--- src/hdl/ecl_pkg.sv ---
// package for the encoder counter latch channel: word indices, fields, timing
package ecl_pkg;
  // word indices of the channel word port
  localparam logic [3:0] IDX_STATUS = 4'h0;
  localparam logic [3:0] IDX_COUNT_HI = 4'h1;
  localparam logic [3:0] IDX_COUNT_LO = 4'h2;
  localparam logic [3:0] IDX_CFG4 = 4'h4;
  localparam logic [3:0] IDX_CFG5 = 4'h5;
  localparam logic [3:0] IDX_CFG6 = 4'h6;
  localparam logic [3:0] IDX_CFG7 = 4'h7;
  localparam logic [3:0] IDX_CTRL = 4'h8;
  // status bit positions
  localparam int ST_REF = 0;
  localparam int ST_ENSW = 1;
  localparam int ST_B = 2;
  localparam int ST_A = 3;
  localparam int ST_CMP = 4;
  localparam int ST_SUPPLY = 5;
  localparam int ST_TOGGLE = 6;
  localparam int ST_HOMED = 7;
  localparam int ST_FALL = 10;
  localparam int ST_RISE = 11;
  // control bit positions
  localparam int CT_SELECT = 8;
  localparam int CT_FILT_START = 9;
  localparam int CT_ARM_FALL = 10;
  localparam int CT_ARM_RISE = 11;
  localparam int CT_HOME = 12;
  localparam int CT_SW_INV = 13;
  // control bits that software may set
  localparam logic [15:0] CTRL_MASK = 16'h3f00;
  localparam logic [15:0] CTRL_RESET = 16'h0000;
  localparam logic [31:0] VALUE_RESET = 32'h0000_0000;
  // timing
  localparam int CLK_HZ = 10_000_000;
  localparam int LATCH_MAX_NS = 50_000;
  localparam int FORCE_MAX_NS = 1_000_000;
  localparam int LATCH_MAX_CYC = LATCH_MAX_NS / (1_000_000_000 / CLK_HZ);
  localparam int FORCE_MAX_CYC = FORCE_MAX_NS / (1_000_000_000 / CLK_HZ);
  localparam int FILT_LEN = 3;
endpackage : ecl_pkg

--- src/hdl/ecl_quad.sv ---
// quadrature decoder with 4-fold evaluation and a loadable 32-bit counter
`timescale 1ns/1ps
module ecl_quad
  import ecl_pkg::*;
#(
  parameter int WIDTH = 32
) (
  // clock and reset
  input wire logic clk_sys,
  input wire logic rst,
  // synchronised encoder tracks
  input wire logic a_sync,
  input wire logic b_sync,
  // counter load
  input wire logic load,
  input wire logic [WIDTH-1:0] load_value,
  // count
  output logic [WIDTH-1:0] count
);
  logic a_q;
  logic b_q;
  logic [WIDTH-1:0] next_count;
  wire moved = (a_sync ^ a_q) | (b_sync ^ b_q);
  // direction from gray sequence: new a xor old b
  wire up = a_sync ^ b_q;

  // next counter value, load wins over counting
  always_comb begin
    next_count = count;
    if (load) begin
      next_count = load_value;
    end else if (moved) begin
      next_count = up ? count + 1'b1 : count - 1'b1;
    end
  end

  // track history and counter
  always_ff @(posedge clk_sys or posedge rst) begin
    if (rst) begin
      a_q <= 1'b0;
      b_q <= 1'b0;
      count <= '0;
    end else begin
      a_q <= a_sync;
      b_q <= b_sync;
      count <= next_count;
    end
  end
endmodule : ecl_quad

--- src/hdl/ecl_channel.sv ---
// encoder channel: status, counter, reference latches, homing and control word
`timescale 1ns/1ps
module ecl_channel
  import ecl_pkg::*;
#(
  parameter int FILT = FILT_LEN
) (
  // clock and reset
  input wire logic clk_sys,
  input wire logic rst,
  // encoder side pins
  input wire logic enc_a,
  input wire logic enc_b,
  input wire logic ref_pulse,
  input wire logic ref_switch,
  input wire logic supply_ok,
  // module configuration held elsewhere
  input wire logic cfg_unsigned,
  input wire logic cmp_enable,
  // word port
  input wire logic [3:0] word_idx,
  input wire logic word_wr,
  input wire logic [15:0] word_wdata,
  output logic [15:0] word_rdata,
  // comparator
  output logic cmp_out
);
  // two-flop synchronisers for pins
  logic [4:0] sync1;
  logic [4:0] sync2;
  always_ff @(posedge clk_sys or posedge rst) begin
    if (rst) begin
      sync1 <= '0;
      sync2 <= '0;
    end else begin
      sync1 <= {supply_ok, ref_switch, ref_pulse, enc_b, enc_a};
      sync2 <= sync1;
    end
  end
  wire a_s = sync2[0];
  wire b_s = sync2[1];
  wire ref_s = sync2[2];
  wire sw_s = sync2[3];
  wire sup_s = sync2[4];

  // registers
  logic [15:0] encoder_control;
  logic [31:0] thr_one_wr;
  logic [31:0] thr_two_wr;
  logic [31:0] min_diff;
  logic [31:0] force_value;
  logic [31:0] rising_latch_capture;
  logic [31:0] falling_latch_capture;
  logic [31:0] rise_cmp_base;
  logic [31:0] fall_cmp_base;
  logic rise_done;
  logic fall_done;
  logic homed;
  logic home_toggle;
  logic home_armed;
  logic sw_q;
  logic filt_state;
  logic [$clog2(FILT+1)-1:0] filt_cnt;
  logic ctrl_q8;
  logic ctrl_q12;
  logic ctrl_q10;
  logic ctrl_q11;
  logic [31:0] count;

  // write strobes per word
  wire wr_c4 = word_wr && word_idx == IDX_CFG4;
  wire wr_c5 = word_wr && word_idx == IDX_CFG5;
  wire wr_c6 = word_wr && word_idx == IDX_CFG6;
  wire wr_c7 = word_wr && word_idx == IDX_CFG7;
  wire wr_ct = word_wr && word_idx == IDX_CTRL;

  // control edges
  wire sel_rise = encoder_control[CT_SELECT] & ~ctrl_q8;
  wire home_rise = encoder_control[CT_HOME] & ~ctrl_q12;
  wire arm_rise_on = encoder_control[CT_ARM_RISE] & ~ctrl_q11;
  wire arm_fall_on = encoder_control[CT_ARM_FALL] & ~ctrl_q10;

  // homing switch with selectable polarity
  wire sw_eff = sw_s ^ encoder_control[CT_SW_INV];
  wire home_hit = home_armed & sw_eff & ~sw_q;

  // reference input filter: state follows input after FILT+1 stable cycles
  wire filt_flip = (ref_s != filt_state) && (filt_cnt == FILT[$bits(filt_cnt)-1:0]);
  wire ref_rise = filt_flip & ref_s;
  wire ref_fall = filt_flip & ~ref_s;

  // latching yields to homing and comparator sharing the input
  wire latch_ok = ~home_armed & ~cmp_enable;
  wire [31:0] rise_diff = count - rise_cmp_base;
  wire [31:0] fall_diff = count - fall_cmp_base;
  wire rise_pass = (min_diff == VALUE_RESET) || (rise_diff > min_diff);
  wire fall_pass = (min_diff == VALUE_RESET) || (fall_diff > min_diff);
  wire take_rise = encoder_control[CT_ARM_RISE] & ~rise_done & ref_rise
                   & latch_ok & rise_pass;
  wire take_fall = encoder_control[CT_ARM_FALL] & ~fall_done & ref_fall
                   & latch_ok & fall_pass;

  // counter
  ecl_quad #(.WIDTH(32)) u_quad (
    .clk_sys(clk_sys),
    .rst(rst),
    .a_sync(a_s),
    .b_sync(b_s),
    .load(home_hit),
    .load_value(force_value),
    .count(count)
  );

  // control word and edge history
  always_ff @(posedge clk_sys or posedge rst) begin
    if (rst) begin
      encoder_control <= CTRL_RESET;
      ctrl_q8 <= 1'b0;
      ctrl_q10 <= 1'b0;
      ctrl_q11 <= 1'b0;
      ctrl_q12 <= 1'b0;
    end else begin
      if (wr_ct) encoder_control <= word_wdata & CTRL_MASK;
      ctrl_q8 <= encoder_control[CT_SELECT];
      ctrl_q10 <= encoder_control[CT_ARM_FALL];
      ctrl_q11 <= encoder_control[CT_ARM_RISE];
      ctrl_q12 <= encoder_control[CT_HOME];
    end
  end

  // written values; bit 8 rise moves them to difference and force
  always_ff @(posedge clk_sys or posedge rst) begin
    if (rst) begin
      thr_one_wr <= VALUE_RESET;
      thr_two_wr <= VALUE_RESET;
      min_diff <= VALUE_RESET;
      force_value <= VALUE_RESET;
    end else begin
      if (wr_c4) thr_one_wr[31:16] <= word_wdata;
      if (wr_c5) thr_one_wr[15:0] <= word_wdata;
      if (wr_c6) thr_two_wr[31:16] <= word_wdata;
      if (wr_c7) thr_two_wr[15:0] <= word_wdata;
      if (sel_rise) begin
        min_diff <= thr_one_wr;
        force_value <= thr_two_wr;
      end
    end
  end

  // reference filter, seeded by control bit 9 on write
  always_ff @(posedge clk_sys or posedge rst) begin
    if (rst) begin
      filt_state <= 1'b0;
      filt_cnt <= '0;
    end else if (wr_ct) begin
      filt_state <= word_wdata[CT_FILT_START];
      filt_cnt <= '0;
    end else if (ref_s == filt_state) begin
      filt_cnt <= '0;
    end else if (filt_flip) begin
      filt_state <= ref_s;
      filt_cnt <= '0;
    end else begin
      filt_cnt <= filt_cnt + 1'b1;
    end
  end

  // latch capture, done flags cleared when arming bit drops
  always_ff @(posedge clk_sys or posedge rst) begin
    if (rst) begin
      rising_latch_capture <= VALUE_RESET;
      falling_latch_capture <= VALUE_RESET;
      rise_cmp_base <= VALUE_RESET;
      fall_cmp_base <= VALUE_RESET;
      rise_done <= 1'b0;
      fall_done <= 1'b0;
    end else begin
      if (arm_rise_on) rise_cmp_base <= count;
      if (arm_fall_on) fall_cmp_base <= count;
      if (take_rise) begin
        rising_latch_capture <= count;
        rise_done <= 1'b1;
      end else if (!encoder_control[CT_ARM_RISE]) begin
        rise_done <= 1'b0;
      end
      if (take_fall) begin
        falling_latch_capture <= count;
        fall_done <= 1'b1;
      end else if (!encoder_control[CT_ARM_FALL]) begin
        fall_done <= 1'b0;
      end
    end
  end

  // homing sequence
  always_ff @(posedge clk_sys or posedge rst) begin
    if (rst) begin
      homed <= 1'b0;
      home_toggle <= 1'b0;
      home_armed <= 1'b0;
      sw_q <= 1'b0;
    end else begin
      sw_q <= sw_eff;
      if (home_hit) begin
        home_armed <= 1'b0;
        homed <= 1'b1;
        home_toggle <= ~home_toggle;
      end else if (home_rise) begin
        home_armed <= 1'b1;
        homed <= 1'b0;
      end
    end
  end

  // threshold ordering: signed mode sorts, unsigned keeps order
  wire swap = ~cfg_unsigned && ($signed(thr_one_wr) > $signed(thr_two_wr));
  wire [31:0] thr_lo = swap ? thr_two_wr : thr_one_wr;
  wire [31:0] thr_hi = swap ? thr_one_wr : thr_two_wr;
  wire in_win = cfg_unsigned ? (count >= thr_lo && count <= thr_hi)
              : ($signed(count) >= $signed(thr_lo) && $signed(count) <= $signed(thr_hi));
  always_ff @(posedge clk_sys or posedge rst) begin
    if (rst) cmp_out <= 1'b0;
    else cmp_out <= cmp_enable & in_win & ~home_armed;
  end

  // status word
  wire [15:0] status_word = {4'h0, rise_done, fall_done, 2'b00, homed, home_toggle,
                             sup_s, cmp_out, a_s, b_s, sw_s, ref_s};

  // read mux, registered
  logic [15:0] next_rdata;
  always_comb begin
    case (word_idx)
      IDX_STATUS: next_rdata = status_word;
      IDX_COUNT_HI: next_rdata = count[31:16];
      IDX_COUNT_LO: next_rdata = count[15:0];
      IDX_CFG4: next_rdata = rising_latch_capture[31:16];
      IDX_CFG5: next_rdata = rising_latch_capture[15:0];
      IDX_CFG6: next_rdata = falling_latch_capture[31:16];
      IDX_CFG7: next_rdata = falling_latch_capture[15:0];
      IDX_CTRL: next_rdata = encoder_control;
      default: next_rdata = 16'h0000;
    endcase
  end
  always_ff @(posedge clk_sys or posedge rst) begin
    if (rst) word_rdata <= 16'h0000;
    else word_rdata <= next_rdata;
  end
endmodule : ecl_channel

--- config.mk ---
export PLATFORM = sky130hd
export DESIGN_NAME = ecl_channel
export DESIGN_NICKNAME = d
export VERILOG_FILES = /design/src/hdl/ecl_pkg.sv /design/src/hdl/ecl_quad.sv /design/src/hdl/ecl_channel.sv
export SDC_FILE = /design/constraint.sdc
export NUM_CORES = 1
export LEC_CHECK = 0
export BUFFER_PORTS_ARGS = -buffer_cell sky130_fd_sc_hd__buf_2
export CORE_MARGIN = 8
export CORE_UTILIZATION = 35
export CTS_BUF_LIST = sky130_fd_sc_hd__clkbuf_2 sky130_fd_sc_hd__clkbuf_4 sky130_fd_sc_hd__clkbuf_8
export DETAILED_ROUTE_END_ITERATION = 6
export SLEW_MARGIN = 20
export SYNTH_ARGS = -nofsm -noshare
export SYNTH_HDL_FRONTEND = slang
export SYNTH_HIERARCHICAL = 1
export SYNTH_SLANG_ARGS = --single-unit
export TNS_END_PERCENT = 5
--- constraint.sdc ---
create_clock -name clk_sys -period 14.35 [get_ports clk_sys]
set_input_delay 0.7175 -clock clk_sys [delete_from_list [all_inputs] [get_ports clk_sys]]
set_output_delay 0.7175 -clock clk_sys [all_outputs]
set_load 0.01 [all_outputs]
# Yosys cells after proc, flatten, opt, wreduce, memory -nomap -nowiden
# Cells that the tools add are included.
dict set report word_totals {
  reg_bits 336
  elab_cells 129
}
dict set report classes {
  n_addsub 5
  order_cmp 7
  n_eq_ne 13
  mux 21
  bitwise 36
  reduce_logical 17
}
# cell n
set ops {}
lappend ops {{$mux W32} 5}
lappend ops {{$pmux W16 S8} 1}
lappend ops {{$gt A32 B32 Y1} 3}
lappend ops {{$ge A32 B32 Y1} 2}
lappend ops {{$le A32 B32 Y1} 2}
lappend ops {{$sub A32 B32 Y32} 2}
lappend ops {{$add A32 B1 Y32 const B} 1}
lappend ops {{$logic_not A32 Y1} 1}
lappend ops {{$sub A32 B1 Y32 const B} 1}
lappend ops {{$and A1 B1 Y1} 19}
lappend ops {{$eq A4 B3 Y1 const B} 4}
lappend ops {{$mux W1} 12}
lappend ops {{$not A1 Y1} 12}
lappend ops {{$logic_and A1 B1 Y1} 9}
lappend ops {{$mux W2} 3}
lappend ops {{$reduce_bool A2 Y1} 3}
lappend ops {{$eq A4 B1 Y1 const B} 1}
lappend ops {{$eq A4 B2 Y1 const B} 1}
lappend ops {{$eq A4 B4 Y1 const B} 1}
lappend ops {{$logic_not A4 Y1} 1}
lappend ops {{$ne A2 B1 Y1 const B} 2}
lappend ops {{$xor A1 B1 Y1} 4}
lappend ops {{$add A2 B1 Y2 const B} 1}
lappend ops {{$eq A2 B2 Y1 const B} 1}
lappend ops {{other kinds (6)} 7}

# Depth between registers and ports, before layout
dict set report depth {
  word_depth 8
  mapped_depth 23
  ltp_nobuf 22
}

# By module
# The synthesis kept the hierarchy.
# mod n_inst cells_each area_each_um2 seq_area_each_um2
set by_module_without_submodules {}
lappend by_module_without_submodules {ecl_channel 1 1776 19069.5 7557.2}
lappend by_module_without_submodules {ecl_quad 1 452 3448.3 850.8}

# Least setup slack after synthesis
# No wires, ideal clock.
dict set report synth_path {
  path_type {reg-to-reg}
  from {register u_quad.count[0]}
  to {register rising_latch_capture[0]}
  setup_time_ps 125
  arrival_time_ps 4713
  required_time_ps 14225
  path_slack_ps 9512
  path_stages_with_launch 22
  n_path_buf 1
  synth_period_minus_slack_ps 4838
  cell_sequence {dfrtp_1 inv_1 ha_1 inv_1 fa_1 a211o_1 a2111oi_2 o31ai_1 o211ai_1 a31oi_1 a21o_1 a21oi_1 xnor2_1 ha_1 nand2_1 nor4_1 o21ai_0 nand3_1 o221ai_1 a31oi_1 buf_2 mux2_2}
}
dict set report synth_between {
  elab_chain_cells 4
}
# item line
set synth_lines {}
lappend synth_lines {{from (decl)} ecl_quad.sv:18} ;# output logic [WIDTH-1:0] count
lappend synth_lines {{from (signal assigned)} ecl_quad.sv:46} ;# count <= next_count;
lappend synth_lines {{$sub A32 B32 Y32} ecl_channel.sv:94} ;# wire [31:0] rise_diff = count - rise_cmp_base;
lappend synth_lines {{$gt A32 B32 Y1} ecl_channel.sv:96} ;# wire rise_pass = (min_diff == VALUE_RESET) || (rise_diff > min_diff);
lappend synth_lines {{$logic_or A1 B1 Y1} ecl_channel.sv:96}
lappend synth_lines {{$and A1 B1 Y1} ecl_channel.sv:99} ;# & latch_ok & rise_pass;
lappend synth_lines {{to (signal assigned)} ecl_channel.sv:181} ;# rising_latch_capture <= count;
lappend synth_lines {{to (decl)} ecl_channel.sv:52} ;# logic [31:0] rising_latch_capture;
# Parallel ways exist; a longest one is shown, timed or not.
# A chain may end at the register's enable or synchronous reset.

# Worst setup path in the final report
dict set report layout_path {
  from {register u_quad.count[0]}
  to {register rising_latch_capture[18]}
}
dict set report layout_between {
  elab_chain_cells 4
}
# item line
set layout_lines {}
lappend layout_lines {{$sub A32 B32 Y32} ecl_channel.sv:94}
lappend layout_lines {{$gt A32 B32 Y1} ecl_channel.sv:96}
lappend layout_lines {{$logic_or A1 B1 Y1} ecl_channel.sv:96}
lappend layout_lines {{$and A1 B1 Y1} ecl_channel.sv:99}
# No other way between the ends.

==> impl.org <==
** Worst setup path
- Critical Path Source :: u_quad/count[0]$_DFFE_PP0P_
- Data arrival time of the critical path :: 6820 ps
- Data on the critical path is required at its endpoint by 14,940 ps.
- In this run the worst path has a maximum fanout of 17.
- The worst setup path is launched from a flip-flop.
- Startpoint of the lowest-slack register-to-register path :: u_quad/count[0]$_DFFE_PP0P_
- By startpoint and endpoint, the worst setup path is classified as flip-flop to flip-flop.
- The worst setup path is captured at a flip-flop.

** Logic synthesis
- Top FF cell, synth :: dfrtp_1
- Dominant cell type by area after synthesis :: dfrtp_1
- The synthesized netlist contains 83 unique library cells.
- Register area share after synthesis :: 0.373
- EDFF count, synth :: 0
- The cell count after synthesis came out at 2,228.
- Area share of the leading cell type in the synthesized netlist :: 0.373
- Synth top area cells :: dfrtp_1 (37%), ha_1 (12%), mux2_2 (11%), mux2i_1 (3.6%), a21o_1 (2.7%)
- Proportion of register bits with asynchronous set or reset after synthesis :: 1.00
- Synth Area per Inst :: 10.1 sq um
- Synthesis inferred 336 register bits.
- Counting every net in the synthesized netlist gives 2,484.
- The synthesized netlist occupies a cell area of 22,500 sq um.
- Ys Warns :: 6

** Clocking
- Clock Sinks :: 336
- Source-to-sink clock delay at the later pin of the worst-skew pair :: 710 ps
- After clock tree synthesis, the flow added hold-fix buffers numbering 0.
- TritonCTS built the clock tree.
- Clock-pin slew was measured on the worst setup and hold paths at 60 ps.
- TritonCTS Buffers :: 61
- Post-CTS setup buffer count :: 0
- The H-tree was split into 2 levels.
- Clk buf depth :: 3
- Clk root buf :: clkbuf_8
- Post-CTS repair changed the size of 0 cells.

** Detailed routing
- After detailed routing, the average wire length per cell comes to 23.1 microns.
- Router iterations before antenna repair :: 6
- Dividing the detail-routed via count by the number of cells gives 5.80.
- DRC Markers :: 0
- The routed design has 73,800 microns of wire.
- Total via count in the routed design :: 18,547
- Once detail routing completed, the nets flagged for antenna violations numbered 0.
- In this run, the number of DRC markers left after iteration 0 of detailed routing was 1,786.

** GRT
- Wire length of the first global-routing pass :: 112,000 microns
- Initial antenna violation count :: 2
- Summed over all layers, the global routing overflow is 0.
- For this run, the total global-route usage over all layers was measured as 0.197.
- The via count of the first global-routing pass is 18,484.
- Entering global routing, the biggest net connects 167 pins.

** Placement
- In this run the cell area measured after placement is 23,900 sq um.
- Input and output buffers added on the ports amount to 46.
- DP HPWL :: 52,900 microns
- Inst Count DP :: 3,085
- Setup slack at placement :: 8150 ps
- At the end of routability-driven placement, the weighted congestion stood at 0.912.

** STA
- Number of setup violations in the final report :: 0
- Unrepaired setup endpoints after global routing :: no
- Clock Skews :: 32.4 ps
- Final hold analysis gives a worst-case slack of 103 ps.
- Slew at the pin closest to its max-slew limit :: 1070 ps
- Measured against its own limit, the worst slew margin works out to 0.288.
- Crit path time final :: 6230 ps
- Timing would allow up to 160 MHz.
- Once routing completed, OpenROAD measured the worst setup slack at 8120 ps.
- The number of max-slew violations in the final report is 0.
- For the final routed database, the setup TNS stands at 0 ps.
- The hold violation count in the final report is 0.
- Fraction of the cycle the final worst path needs :: 0.434

** Power and ir drop
- Summed over all cells, the static leakage comes to 11.8 nW.
- Worst VDD drop :: 0.106 mV
- Pwr dens :: 268 nW/um^2

** Floorplanning
- IO Count :: 47
- The total area inside the core boundary comes to 64,000 sq um.
- The initial utilization of the core area, before any placement, comes to 0.352.
- Die boundary width :: 270 microns
- The floorplan step defined a die boundary enclosing 72,700 sq um.
- The floorplan has 93 rows.
- The die is 270 microns tall.

** Layout
- Post-route design area :: 25,500 sq um
- Non-Filler Instances :: 3,198
- Syn-to-layout area delta :: 13.2%
- Layout cells sized above 1 :: 0.201
- Layout Nets :: 2,550

** Min path
- Min-delay worst type :: input port to async pin

** Outcome
- Result of the run :: completed

** Flow run
- Max-cap check violation count :: 0
==> power by group <==
part           switching (mW)  leakage, nW  internal (mW)  total [mW]
Sequential              0.288         4.28           1.24        1.53
Combinational            2.39         6.73           1.74        4.14
Clock                   0.439        0.820          0.722        1.16
==> state kept, by name, summed over array words and instances, names as in the netlist, 2 cells and up <==
register               count
word_rdata                16
falling_latch_capture     32
thr_two_wr                32
filt_cnt                   2
encoder_control            6
sync2                      5
thr_one_wr                32
force_value               32
min_diff                  32
rising_latch_capture      32
fall_cmp_base             32
rise_cmp_base             32
sync1                      5
u_quad/count              32
==> layout by cell type (no fill, tap or decap), types with 49 or more instances in the layout <==
cell type,count
nand4_1,72
inv_1,145
mux2i_1,81
nand2_1,117
clkbuf_8,79
a21o_1,80
nor2_1,87
buf_4,49
nand3_1,54
dfrtp_1,336
ha_1,224
o21ai_0,94
mux2_2,229
a21oi_1,105
==> through the flow <==
stage | total power, mW | util
2_1_floorplan | 4.42 | -
3_3_place_gp | 5.51 | 0.373
3_5_place_dp | 5.62 | 0.373
4_1_cts | 6.81 | 0.398
5_1_grt | 7.41 | 0.398
6_report | 6.83 | 0.398
==> cell usage after synthesis (13+ instances only) <==
library cell  instances
nor4_1               34
a21o_1               80
ha_1                224
nor3_1               41
xor2_1               28
mux2i_1              81
mux2_2              229
buf_2                13
inv_1               146
xnor2_1              46
o21a_1               16
or4_1                24
a22oi_1              37
clkbuf_1             64
nor2b_1              24
o21ai_1              21
nor2_1               87
or3_1                13
a31oi_1              15
nand2b_1             26
nand2_1             117
dfrtp_1             336
nand3_1              54
nand4_1              72
a21oi_1             105
o21ai_0              94
==> kinds of logic (layout without fill, tap and decap cells) <==
| kind of cell | after synthesis | after routing | synth area share |
|---|---|---|---|
| flip-flops | 336 | 336 | 0.373 |
| adder cells (fa/ha/maj) | 226 | 226 | 0.126 |
| multiplexers | 322 | 322 | 0.157 |
| other | 0 | 1 | 0 |
| buffers and inverters | 241 | 355 | 0.0432 |
| AND/OR/NAND/NOR | 546 | 546 | 0.128 |
| XOR/XNOR | 75 | 75 | 0.0295 |
| AO/OA/AOI/OAI | 482 | 482 | 0.143 |
==> area by class of cell <==
cell class | instances | area (sq um)
Tap cell | 855 | 1070
Timing Repair Buffer | 98 | 666
Fill cell | 6307 | 38500
Antenna cell | 1 | 2.50
Sequential cell | 336 | 8410
Multi-Input combinational cell | 1651 | 13200
Clock inverter | 15 | 363
Clock buffer | 96 | 1210
Inverter | 146 | 556
==> per-layer routing <==
metal  part of all wire  routed length, microns  vias up  track usage
met4              0.039                    2890        0       0.0769
met3              0.064                    4730      144       0.0288
met1               0.45                   33200     9321        0.275
met5                  0                       0        -            0
li1                   -                       -     8418            -
met2               0.45                   33000      664        0.305
==> worst paths after layout <==
check                                                             to  slack, ps  depth (start not counted)
worst max register to register  rising_latch_capture[18]$_DFFE_PP0P_       8120                         21
max in group asynchronous                         sync1[3]$_DFF_PP0_      12860                          3
min in group clk_sys                              sync1[2]$_DFF_PP0_        120                          1
worst min register to register                    sync2[3]$_DFF_PP0_        340                          0
worst min-delay path                     force_value[22]$_DFFE_PP0P_        100                          2
worst max-delay path            rising_latch_capture[18]$_DFFE_PP0P_       8120                         21
==> worst max-delay path, cell delays in order (launching register included) <==
cell and delay [ps]:
dfrtp_1 560, inv_1 280, ha_1 230, inv_1 60, fa_1 430, a211o_1 370, a2111oi_2 470, o31ai_1 290
o211ai_1 350, a31oi_1 210, a21o_1 210, a21oi_1 160, xnor2_1 90, ha_1 290, nand2_1 70, nor4_1 310
nand4_1 170, a21oi_1 140, o21ai_1 140, a31oi_4 670, buf_16 240, mux2_2 350
Power figures use the tool's default switching activity.
